`src/hdl/usr_pkg.sv`:
```
// Purpose: shared constants and types of the serial status and rate select block
// Assumes: 32-bit apb, word-aligned registers, byte address = 4 * register index
// Notes:   all offsets, field positions, reset values and counts live here
package usr_pkg;

	// register indices and their byte addresses on the 12-bit apb address
	localparam logic [7:0]  IDX_STAT_SEL = 8'h91;
	localparam logic [7:0]  IDX_SBUF     = 8'h99;
	localparam logic [7:0]  IDX_INT_STAT = 8'ha0;
	localparam logic [7:0]  IDX_INT_MASK = 8'ha1;
	localparam logic [11:0] ADDR_STAT_SEL = {2'h0, IDX_STAT_SEL, 2'h0};
	localparam logic [11:0] ADDR_SBUF     = {2'h0, IDX_SBUF, 2'h0};
	localparam logic [11:0] ADDR_INT_STAT = {2'h0, IDX_INT_STAT, 2'h0};
	localparam logic [11:0] ADDR_INT_MASK = {2'h0, IDX_INT_MASK, 2'h0};

	// field positions in serial_status_clock_select
	localparam int POS_FE   = 7;
	localparam int POS_OVR  = 6;
	localparam int POS_COL  = 5;
	localparam int POS_HALF = 4;

	// interrupt status bits
	localparam int POS_INT_RX = 0;
	localparam int POS_INT_TX = 1;

	// reset values
	localparam logic [7:0] RST_STAT_SEL = 8'h00;
	localparam logic [7:0] RST_SBUF     = 8'h00;
	localparam logic [1:0] RST_INT      = 2'h0;

	// oversampling: baud ticks per bit and the mid-bit point of the start bit
	localparam logic [3:0] OVS_LAST = 4'hf;
	localparam logic [3:0] OVS_MID  = 4'h7;
	localparam logic [2:0] BIT_LAST = 3'h7;

	// status and clock selection fields
	typedef struct packed {
		logic       frame_error_flag;
		logic       receive_overrun_flag;
		logic       transmit_collision_flag;
		logic       baud_halving_control;
		logic [1:0] tx_rate_source_select;
		logic [1:0] rx_rate_source_select;
	} usr_ctrl_type;

	// serial engine phases, one-hot
	typedef enum logic [3:0] {
		PH_IDLE  = 4'b0001,
		PH_START = 4'b0010,
		PH_DATA  = 4'b0100,
		PH_STOP  = 4'b1000
	} usr_phase_type;

endpackage

```
`src/hdl/usr_rate_pick.sv`:
```
// Purpose: picks one of four timer ticks and applies the optional halving stage
// Assumes: timer ticks are one-cycle pulses synchronous to core_clk
// Notes:   output tick is registered, one cycle after the source tick
`timescale 1ns/1ps
`default_nettype none
module usr_rate_pick
	import usr_pkg::*;
(
	input  wire logic       core_clk,
	input  wire logic       nrst,
	input  wire logic [3:0] tick_src,
	input  wire logic [1:0] sel,
	input  wire logic       halve_off,
	output logic            tick_o
);

	logic sel_tick;
	logic phase_q;
	logic phase_d;
	logic tick_d;

	// halving passes every second selected tick; halve_off=1 passes all
	always_comb begin
		sel_tick = tick_src[sel];
		phase_d  = phase_q ^ sel_tick;
		tick_d   = sel_tick & (halve_off | phase_q);
	end

	always_ff @(posedge core_clk or negedge nrst) begin
		if (!nrst) begin
			phase_q <= 1'b0;
			tick_o  <= 1'b0;
		end else begin
			phase_q <= phase_d;
			tick_o  <= tick_d;
		end
	end

endmodule
`default_nettype wire

```
`src/hdl/usr_top.sv`:
```
// Purpose: serial port status flags, baud source selection and data buffer
// Assumes: apb slave with zero wait states; rx line synchronous to core_clk
// Notes:   16 baud ticks per bit; error flags never reach the interrupt line
// Function
// - Set overrun flag when a byte lands before the previous was read.
// - Error conditions only set flags and never raise an interrupt.
// - Bit 4 at zero halves the baud tick rate; one disables halving.
// - Bits 3-2 pick the transmit baud source among four timer ticks.
// - Bits 1-0 pick the receive baud source, independent of transmit.
// - Buffer address holds a write-only transmit and a read-only receive register.
// - Writing the buffer while idle loads the transmit register and starts sending.
// - Reading the buffer returns received data, not transmitted data.
`timescale 1ns/1ps
`default_nettype none
module usr_top
	import usr_pkg::*;
(
	input  wire logic        core_clk,
	input  wire logic        nrst,
	input  wire logic        psel,
	input  wire logic        penable,
	input  wire logic        pwrite,
	input  wire logic [11:0] paddr,
	input  wire logic [31:0] pwdata,
	output logic [31:0]      prdata,
	output logic             pready,
	output logic             pslverr,
	input  wire logic [3:0]  timer_tick,
	input  wire logic        rx_i,
	output logic             tx_o,
	output logic             irq_o
);

	usr_ctrl_type  ctrl_q, ctrl_d;
	logic [7:0]    tx_hold_q, tx_hold_d;
	logic [7:0]    rx_buf_q, rx_buf_d;
	logic          rx_full_q, rx_full_d;
	logic [1:0]    int_stat_q, int_stat_d;
	logic [1:0]    int_mask_q, int_mask_d;
	logic [31:0]   prdata_d;
	logic          irq_d;
	usr_phase_type tx_ph_q, tx_ph_d, rx_ph_q, rx_ph_d;
	logic [3:0]    tx_cnt_q, tx_cnt_d, rx_cnt_q, rx_cnt_d;
	logic [2:0]    tx_bit_q, tx_bit_d, rx_bit_q, rx_bit_d;
	logic [7:0]    rx_shift_q, rx_shift_d;
	logic          tx_d;
	logic          tx_tick, rx_tick;
	logic          acc, wr, rd, hit_stat, hit_buf, hit_ist, hit_imask;
	logic          buf_wr, tx_busy, tx_done, rx_done, rx_bad_stop;

	// independent rate pickers for the two directions
	usr_rate_pick u_tx_rate (
		.core_clk  (core_clk),
		.nrst      (nrst),
		.tick_src  (timer_tick),
		.sel       (ctrl_q.tx_rate_source_select),
		.halve_off (ctrl_q.baud_halving_control),
		.tick_o    (tx_tick)
	);

	usr_rate_pick u_rx_rate (
		.core_clk  (core_clk),
		.nrst      (nrst),
		.tick_src  (timer_tick),
		.sel       (ctrl_q.rx_rate_source_select),
		.halve_off (ctrl_q.baud_halving_control),
		.tick_o    (rx_tick)
	);

	// apb decode; zero wait states, so every access completes in its first cycle
	always_comb begin
		hit_stat  = (paddr == ADDR_STAT_SEL);
		hit_buf   = (paddr == ADDR_SBUF);
		hit_ist   = (paddr == ADDR_INT_STAT);
		hit_imask = (paddr == ADDR_INT_MASK);
		acc       = psel & penable;
		wr        = acc & pwrite;
		rd        = acc & ~pwrite;
		buf_wr    = wr & hit_buf;
		pready    = 1'b1;
		pslverr   = acc & ~(hit_stat | hit_buf | hit_ist | hit_imask);
	end

	// read data is captured in the setup cycle so prdata comes from a flop
	always_comb begin
		prdata_d = prdata;
		if (psel && !penable && !pwrite) begin
			prdata_d = 32'h0000_0000;
			if (hit_stat)
				prdata_d[7:0] = ctrl_q;
			else if (hit_buf)
				prdata_d[7:0] = rx_buf_q;
			else if (hit_ist)
				prdata_d[1:0] = int_stat_q;
			else if (hit_imask)
				prdata_d[1:0] = int_mask_q;
		end
	end

	// register file; hardware sets win over software clears in the same cycle
	always_comb begin
		tx_busy    = (tx_ph_q != PH_IDLE);
		ctrl_d     = ctrl_q;
		int_mask_d = int_mask_q;
		int_stat_d = int_stat_q;
		rx_full_d  = rx_full_q;
		rx_buf_d   = rx_buf_q;
		tx_hold_d  = tx_hold_q;
		if (wr && hit_stat) begin
			// writing zero clears an error flag, writing one leaves it alone
			ctrl_d.frame_error_flag        = ctrl_q.frame_error_flag & pwdata[POS_FE];
			ctrl_d.receive_overrun_flag    = ctrl_q.receive_overrun_flag & pwdata[POS_OVR];
			ctrl_d.transmit_collision_flag = ctrl_q.transmit_collision_flag & pwdata[POS_COL];
			ctrl_d.baud_halving_control    = pwdata[POS_HALF];
			ctrl_d.tx_rate_source_select   = pwdata[3:2];
			ctrl_d.rx_rate_source_select   = pwdata[1:0];
		end
		if (wr && hit_imask)
			int_mask_d = pwdata[1:0];
		// clear only what the read returned, so an event at the setup edge survives
		if (rd && hit_ist)
			int_stat_d = int_stat_q & ~prdata[1:0];
		if (rd && hit_buf)
			rx_full_d = 1'b0;
		// a write during a frame is dropped so the byte on the wire stays intact
		if (buf_wr && !tx_busy)
			tx_hold_d = pwdata[7:0];
		if (buf_wr && tx_busy)
			ctrl_d.transmit_collision_flag = 1'b1;
		if (rx_done) begin
			rx_buf_d  = rx_shift_q;
			rx_full_d = 1'b1;
			int_stat_d[POS_INT_RX] = 1'b1;
			if (rx_full_q && !(rd && hit_buf))
				ctrl_d.receive_overrun_flag = 1'b1;
			if (rx_bad_stop)
				ctrl_d.frame_error_flag = 1'b1;
		end
		if (tx_done)
			int_stat_d[POS_INT_TX] = 1'b1;
		// only receive and transmit completion feed the interrupt line
		irq_d = |(int_stat_q & int_mask_q);
	end

	// transmit engine: start, eight data bits lsb first, one stop bit
	always_comb begin
		tx_ph_d  = tx_ph_q;
		tx_cnt_d = tx_cnt_q;
		tx_bit_d = tx_bit_q;
		tx_d     = tx_o;
		tx_done  = 1'b0;
		unique case (tx_ph_q)
			PH_IDLE: begin
				tx_d = 1'b1;
				if (buf_wr) begin
					tx_ph_d  = PH_START;
					tx_cnt_d = 4'h0;
					tx_bit_d = 3'h0;
				end
			end
			PH_START: begin
				tx_d = 1'b0;
				if (tx_tick) begin
					tx_cnt_d = tx_cnt_q + 4'h1;
					if (tx_cnt_q == OVS_LAST)
						tx_ph_d = PH_DATA;
				end
			end
			PH_DATA: begin
				tx_d = tx_hold_q[tx_bit_q];
				if (tx_tick) begin
					tx_cnt_d = tx_cnt_q + 4'h1;
					if (tx_cnt_q == OVS_LAST) begin
						tx_bit_d = tx_bit_q + 3'h1;
						if (tx_bit_q == BIT_LAST)
							tx_ph_d = PH_STOP;
					end
				end
			end
			PH_STOP: begin
				tx_d = 1'b1;
				if (tx_tick) begin
					tx_cnt_d = tx_cnt_q + 4'h1;
					if (tx_cnt_q == OVS_LAST) begin
						tx_ph_d = PH_IDLE;
						tx_done = 1'b1;
					end
				end
			end
			default: tx_ph_d = PH_IDLE;
		endcase
	end

	// receive engine: start bit checked at its middle, data and stop bits sampled at their middles
	always_comb begin
		rx_ph_d     = rx_ph_q;
		rx_cnt_d    = rx_cnt_q;
		rx_bit_d    = rx_bit_q;
		rx_shift_d  = rx_shift_q;
		rx_done     = 1'b0;
		rx_bad_stop = 1'b0;
		unique case (rx_ph_q)
			PH_IDLE: begin
				if (rx_tick && !rx_i) begin
					rx_ph_d  = PH_START;
					rx_cnt_d = 4'h0;
				end
			end
			PH_START: begin
				if (rx_tick) begin
					rx_cnt_d = rx_cnt_q + 4'h1;
					if (rx_cnt_q == OVS_MID) begin
						rx_ph_d  = rx_i ? PH_IDLE : PH_DATA;
						rx_cnt_d = 4'h0;
						rx_bit_d = 3'h0;
					end
				end
			end
			PH_DATA: begin
				if (rx_tick) begin
					rx_cnt_d = rx_cnt_q + 4'h1;
					if (rx_cnt_q == OVS_LAST) begin
						rx_shift_d = {rx_i, rx_shift_q[7:1]};
						rx_bit_d   = rx_bit_q + 3'h1;
						if (rx_bit_q == BIT_LAST)
							rx_ph_d = PH_STOP;
					end
				end
			end
			PH_STOP: begin
				if (rx_tick) begin
					rx_cnt_d = rx_cnt_q + 4'h1;
					if (rx_cnt_q == OVS_LAST) begin
						rx_ph_d     = PH_IDLE;
						rx_done     = 1'b1;
						rx_bad_stop = ~rx_i;
					end
				end
			end
			default: rx_ph_d = PH_IDLE;
		endcase
	end

	always_ff @(posedge core_clk or negedge nrst) begin
		if (!nrst) begin
			ctrl_q     <= RST_STAT_SEL;
			tx_hold_q  <= RST_SBUF;
			rx_buf_q   <= RST_SBUF;
			rx_full_q  <= 1'b0;
			int_stat_q <= RST_INT;
			int_mask_q <= RST_INT;
			prdata     <= 32'h0000_0000;
			irq_o      <= 1'b0;
			tx_ph_q    <= PH_IDLE;
			tx_cnt_q   <= 4'h0;
			tx_bit_q   <= 3'h0;
			tx_o       <= 1'b1;
			rx_ph_q    <= PH_IDLE;
			rx_cnt_q   <= 4'h0;
			rx_bit_q   <= 3'h0;
			rx_shift_q <= 8'h00;
		end else begin
			ctrl_q     <= ctrl_d;
			tx_hold_q  <= tx_hold_d;
			rx_buf_q   <= rx_buf_d;
			rx_full_q  <= rx_full_d;
			int_stat_q <= int_stat_d;
			int_mask_q <= int_mask_d;
			prdata     <= prdata_d;
			irq_o      <= irq_d;
			tx_ph_q    <= tx_ph_d;
			tx_cnt_q   <= tx_cnt_d;
			tx_bit_q   <= tx_bit_d;
			tx_o       <= tx_d;
			rx_ph_q    <= rx_ph_d;
			rx_cnt_q   <= rx_cnt_d;
			rx_bit_q   <= rx_bit_d;
			rx_shift_q <= rx_shift_d;
		end
	end
endmodule
`default_nettype wire

```
`config.mk`:
```
export PLATFORM = sky130hd
export DESIGN_NAME = usr_top
export DESIGN_NICKNAME = d
export VERILOG_FILES = /design/src/hdl/usr_pkg.sv /design/src/hdl/usr_rate_pick.sv /design/src/hdl/usr_top.sv
export SDC_FILE = /design/constraint.sdc
export NUM_CORES = 1
export LEC_CHECK = 0
export ABC_AREA = 1
export ABC_CLOCK_PERIOD_IN_PS = 1400
export BUFFER_PORTS_ARGS = -buffer_cell sky130_fd_sc_hd__buf_2
export CAP_MARGIN = 10
export CELL_PAD_IN_SITES_DETAIL_PLACEMENT = 0
export CELL_PAD_IN_SITES_GLOBAL_PLACEMENT = 1
export CORE_MARGIN = 5
export CORE_UTILIZATION = 35
export DETAILED_ROUTE_END_ITERATION = 6
export PLACE_DENSITY = 0.84
export SYNTH_ARGS = -nofsm -noshare
export SYNTH_HDL_FRONTEND = slang
export SYNTH_SLANG_ARGS = --single-unit
export TNS_END_PERCENT = 5
```
`constraint.sdc`:
```
create_clock -name core_clk -period 1.4 [get_ports core_clk]
set_input_delay 0.07 -clock core_clk [delete_from_list [all_inputs] [get_ports core_clk]]
set_output_delay 0.07 -clock core_clk [all_outputs]
set_load 0.1 [all_outputs]
```
; ---- Word level (Yosys, flattened, before mapping)
; Cells that the tools add are included.
; Widths: inputs -> output; s select.
[word_totals]
register_bits = 73
inputBits = 54
output_inout_bits = 36
[classes]
eq_ne = 36
n_bitwise = 23
muxes = 67
addsub = 4
reduce_logical = 35
magnitude_cmp = 3
[ops]
columns = operator, n
row1 = $mux 4, 22
row2 = $eq 12x10->1 const B, 4
row3 = $pmux 4 s4, 2
row4 = $mux 3, 8
row5 = $ne 2x2->1 const B, 10
row6 = $mux 1, 19
row7 = $eq 4x4->1 const B, 4
row8 = $mux 8, 2
row9 = $ne 2x1->1 const B, 8
row10 = $reduce_and 8->1, 2
row11 = $reduce_bool 2->1, 7
row12 = $eq 4x3->1 const B, 3
row13 = $pmux 3 s2, 2
row14 = $pmux 4 s3, 1
row15 = $and 1x1->1, 10
row16 = $logic_and 1x1->1, 10
row17 = $mux 2, 5
row18 = $add 4x1->4 const B, 2
row19 = $eq 4x1->1 const B, 2
row20 = $eq 4x2->1 const B, 2
row21 = $pmux 4 s2, 1
row22 = $reduce_and 4->1, 2
row23 = $add 3x1->3 const B, 2
row24 = $eq 3x3->1 const B, 2
row25 = 18 further kinds, 36

; ---- Logic depth before layout (Yosys ltp)
[logic_depth]
ltp_word = 7
mapped_depth = 10
mapped_depth_nobuf = 10

; ---- Modules after synthesis
; From an unflattened synthesis, not the netlist that was laid out.
[unflattened]
cells_unflattened = 488
hier_area_um2 = 4020.1
[by_module_without_submodules]
columns = mod, seq_area_each_um2, area_per_inst_um2, n_inst, cells_each
row1 = usr_top, 1730.4, 3764.9, 1, 454
row2 = usr_rate_pick, 50.0, 127.6, 2, 17

; ---- Worst setup path before layout
; No wires, ideal clock.
[synth_path]
path_type = in2out
startpoint = input port paddr[10]
endpoint = output port pslverr
n_path_buf = 1
t_arrival_ns = 2.576
stages = 7
slack_ns = -1.246
cell_sequence = inv_1 > nand2_1 > nor2_4 > nand2_4 > nor2_2 > buf_4 > nor3_1
[synth_via]
elab_chain_len = 6
[synth_rtl]
columns = element, line
row1 = start: declaration, usr_top.sv:23  ; input wire logic [11:0] paddr,
row2 = "$eq 12x10->1, on equally long branches", "usr_top.sv:72, usr_top.sv:73"
row3 = $or 1x1->1 (2 in a row), usr_top.sv:81  ; pslverr = acc & ~(hit_stat | hit_buf | hit_ist | hit_imask);
row4 = $or 1x1->1 *, usr_top.sv:81
row5 = $not 1->1 *, usr_top.sv:81
row6 = $and 1x1->1 *, usr_top.sv:81
row7 = end: declaration, usr_top.sv:27  ; output logic pslverr,
; Every way passes the cells marked *; elsewhere a longest branch is shown, timed or not.

; ---- Worst setup path in the final report
[layout_path]
startpoint = register tx_cnt_q[1]
endpoint = register tx_ph_q[2]
[layout_via]
elab_chain_len = 3
[layout_rtl]
columns = element, line
row1 = start: declaration, usr_top.sv:43  ; logic [3:0] tx_cnt_q, tx_cnt_d, rx_cnt_q, rx_cnt_d;
row2 = start signal: assignment, usr_top.sv:272  ; tx_cnt_q <= tx_cnt_d;
row3 = $eq 4x4->1 *, "usr_top.sv:165, usr_top.sv:173, usr_top.sv:184"
row4 = $ne 2x2->1 (no source line), -
row5 = $reduce_and 8->1 (no source line) *, -
row6 = end signal: assignment, usr_top.sv:271  ; tx_ph_q <= tx_ph_d;
row7 = end: declaration, usr_top.sv:42  ; usr_phase_type tx_ph_q, tx_ph_d, rx_ph_q, rx_ph_d;
; Marks and branches as above.
; A chain may end at the register's enable or synchronous reset.

==> results.txt <==
----------------------------------------------------
[Status]
  Status ... finished with violations
  Violated checks ... setup timing

[Finish]
  Fraction of final layout cells with drive strength greater than 1 ... 0.336
  Inserted Diodes ... 0
  Fin util ... 0.457
  Non-filler instance count after layout ... 733
  Cell area after layout ... 5200 µm²
  Final layout net count ... 645
  Layout-stage area growth over the synthesis result ... 28.2%

[Logic synthesis]
  Number of warnings issued by yosys ... 0
  Post-synthesis share of cell area spent on and, or, nand and nor gates ... 0.272
  Area of the mapped netlist ... 4060 µm²
  Synthesized-area fraction occupied by adder cells ... 0.0185
  Commonest cells in the netlist ... 121 x nand2_1, 70 x dfrtp_1, 58 x inv_1, 38 x nand3_1, 36 x nor2_1
  Proportion of netlist area held by the largest area contributor ... 0.432
  Distinct cell type count of the synthesized netlist ... 40
  XOR/XNOR Fraction of Synth Area ... 0.00863
  Count of mapped cells out of synthesis ... 498
  Largest cells by area after synthesis ... dfrtp_1 43%, nand2_1 11%, inv_1 5.4%, buf_4 4.8%, nand3_1 4.7%
  Count of flip-flops with a built-in enable after synthesis ... 0
  Number of synthesized register bits ... 73
  Top_reg_cell synth ... dfrtp_1
  Post-synthesis async set-or-reset flop share ... 1.00
  Post-synthesis compound-gate area fraction ... 0.125
  Multiplexer fraction of the synthesized cell area ... 0.00247
  Synthesized area per cell ... 8.15 µm²
  Sequential element share of the synthesized area ... 0.451
  Cell type contributing the most total cell area after synthesis ... dfrtp_1
  Cell with the most instances after synthesis ... nand2_1
  Combinational family with the most area after synthesis ... simple AND/OR/NAND/NOR gates

[Drt]
  Number of remaining DRC errors ... 0
  Via count of the routed design ... 3500
  Antenna Nets Post-Route ... 0
  Drt total wl ... 9400 µm
  Number of DRC markers in iteration 0 ... 172
  WL/cell ... 12.8 µm
  Vias per Instance ... 4.77
  Detailed Routing Iterations Pass 1 ... 4

[Power and ir drop]
  Combinational power share ... 0.304
  Power Dens Cells ... 1330 nW/µm²
  Worst vdd ir ... 0.00148 V
  Total power of the final layout ... 6.89 mW
  Reported leakage power ... 2.59 nW
  Switching power as a share of total power ... 0.349
  Portion of total power attributed to sequential cells ... 0.347
  Share of total power in the clock network ... 0.349
  Net Sw Power ... 2.41 mW
  Internal power component ... 4.48 mW

[STA]
  Final worst-path setup slack ... -99.6 ps
  Final critical-path required period ... 1500 ps
  Final-layout setup total negative slack ... -469 ps
  Worst hold margin ... 17.3 ps
  Achievable Freq ... 667 MHz
  RSZ-0062 raised after global routing ... yes
  Endpoints failing hold ... 0
  Clock Skews ... 5.85 ps
  Post-route clock period utilization ... 1.07
  Count of final max-slew check failures ... 0
  Final setup violating endpoints ... 12

[Worst setup path]
  Setup CP Type ... flip-flop to flip-flop
  Worst path buffer plus inverter count ... 1
  CP dominant cell by count ... nand2_1
  Slowest CP cell ... dfrtp_1
  Worst EP required ... 1630 ps
  Ordered cell list for the critical path ... ha_2, nand4_1, buf_4, nand2_4, nand3_4, nand2_1, nand2_1
  Worst setup EP type ... flip-flop
  Worst path arrival time ... 1730 ps
  Largest delay contributor family on the critical path ... simple AND/OR/NAND/NOR gates
  Worst Path Max Fanout ... 4
  Maximum single-stage delay on the critical path ... 380 ps
  Type of element launching the critical path ... flip-flop

[Placement]
  Total of buffers placed on input and output ports ... 40
  Placed Area ... 4580 µm²
  Weighted congestion reported at the end of routability-driven placement ... 0.832
  Worst slack, placed ... -102 ps
  Placed wire-length estimate after detailed placement ... 6840 µm
  Placed Cells ... 705

[Die]
  Num ports ... 90
  Die X-Extent ... 118 µm
  Floorplan die area ... 13800 µm²
  Cell Rows ... 39
  Placeable core region ... 11400 µm²
  Floorplan die height ... 118 µm
  Initial Utilization ... 0.357

[GRT]
  Pin count of the biggest net entering global routing ... 74
  Met2 track demand over resource ... 0.232
  Fraction of met3 tracks used by global routing ... 0.0351
  Overall track demand over capacity in global routing ... 0.136
  Layer with the highest usage ... met2
  First-pass GRT wire length ... 15600 µm
  Via count of the first global-routing pass ... 3506
  Initial antenna violation count ... 0
  Met1 GRT Util ... 0.166
  Aggregate global routing overflow ... 0

[Run]
  Number of max-cap violations ... 0

[Clocking]
  CTS tree ... built
  CTS root buffer ... clkbuf_16
  Max H-tree Level ... 3
  Skew-Pair Late Insertion Delay ... 330 ps
  Cts bufs inserted ... 9
  Sinks on Clock Net ... 73
  Number of buffers between clock root and the deepest sink ... 2
  Clock-pin transition on the worst setup and hold timing paths ... 60 ps

[Min path]
  Class of the tightest hold or removal check ... input pin to flip-flop

----------------------------------------------------
-- registers in the layout, summed over array words and instances (netlist names), 2 cells and up --
signal      count
rx_buf_q        8
tx_cnt_q        4
int_stat_q      2
rx_cnt_q        4
rx_bit_q        3
rx_ph_q         4
tx_ph_q         4
tx_hold_q       8
prdata          8
tx_bit_q        3
rx_shift_q      8
int_mask_q      2
ctrl_q          8
-- final cells by class --
class                   instances  area (µm²)
fillers                      1111        6170
multi-input cells             355        2050
flip-flops and latches         73        1830
repair buffers                 84         584
clock buffers                  12         267
inverters                      62         235
well taps                     143         179
clock inverters                 4        50.0
-- worst min-delay path, delay by kind of cell --
| kind | cells | cell delay [ps] |
|---|---|---|
| buffers and inverters | 2 | 180 |
| AO/OA/AOI/OAI | 1 | 60 |
-- path summary, 6_finish.rpt --
path	startpoint	to	slack, ps	cells past startpoint
max reg2reg	tx_cnt_q[1]	tx_ph_q[2]	-100	7
max in group asynchronous	nrst	tx_ph_q[0]	760	3
min	pwdata[4]	tx_hold_q[4]	20	3
min in group asynchronous	nrst	tx_ph_q[2]	280	3
max	tx_cnt_q[1]	tx_ph_q[2]	-100	7
min reg2reg	rx_full_q	rx_full_q	480	2
-- per-layer routing --
| metal | up-vias | wire [µm] |
|---|---|---|
| met2 | 78 | 4920 |
| met4 | 0 | 198 |
| met5 | - | 0 |
| li1 | 1735 | - |
| met1 | 1672 | 3910 |
| met3 | 15 | 377 |
-- logic make-up (layout without fill, tap and decap cells) --
family | count (synthesis) | in the layout
fa+ha+maj | 6 | 6
flops | 73 | 73
xor+xnor | 4 | 4
other cells | 2 | 25
compound gates | 81 | 81
mux | 1 | 1
buf+inv | 94 | 162
simple gates | 237 | 238
-- placed cells by master (no fill, tap or decap), drive strengths merged --
cell / Yosys / final
conb: 2 / 25
xor2: 3 / 3
nor2: 48 / 48
o22ai: 1 / 1
nor3: 2 / 2
clkinvlp: 0 / 2
nand3: 44 / 44
clkinv: 1 / 2
inv: 61 / 61
o22a: 1 / 1
or2: 7 / 8
a21oi: 11 / 11
o21ai: 57 / 57
o21a: 3 / 3
nand4: 9 / 9
bufinv: 0 / 1
clkbuf: 0 / 12
nand3b: 1 / 1
o211ai: 1 / 1
a31oi: 1 / 1
a21boi: 5 / 5
ha: 6 / 6
mux2i: 1 / 1
dfstp: 3 / 3
dfrtp: 70 / 70
xnor2: 1 / 1
buf: 32 / 80
a22o: 1 / 1
dlygate4sd3: 0 / 4
nand2: 126 / 126
-- repair_timing --
item	CTS	global route
cloned	0	1
hold buffers	4	0
endpoints found under the setup margin	36	45
pin swaps	2	16
endpoints found under the hold margin	74	0
gates resized for setup	17	47
setup buffers	1	7
-- power by group through the flow --
stage                     sequential (mW)  clock, mW  combinational, mW
after floorplan                      2.62          0               1.12
after global placement               2.41          0               1.74
after detailed placement             2.41          0               1.77
after CTS                            2.38       2.47               1.80
after global routing                 2.41       2.55               2.28
final                                2.39       2.41               2.09
(Power assumes the default switching activity.)
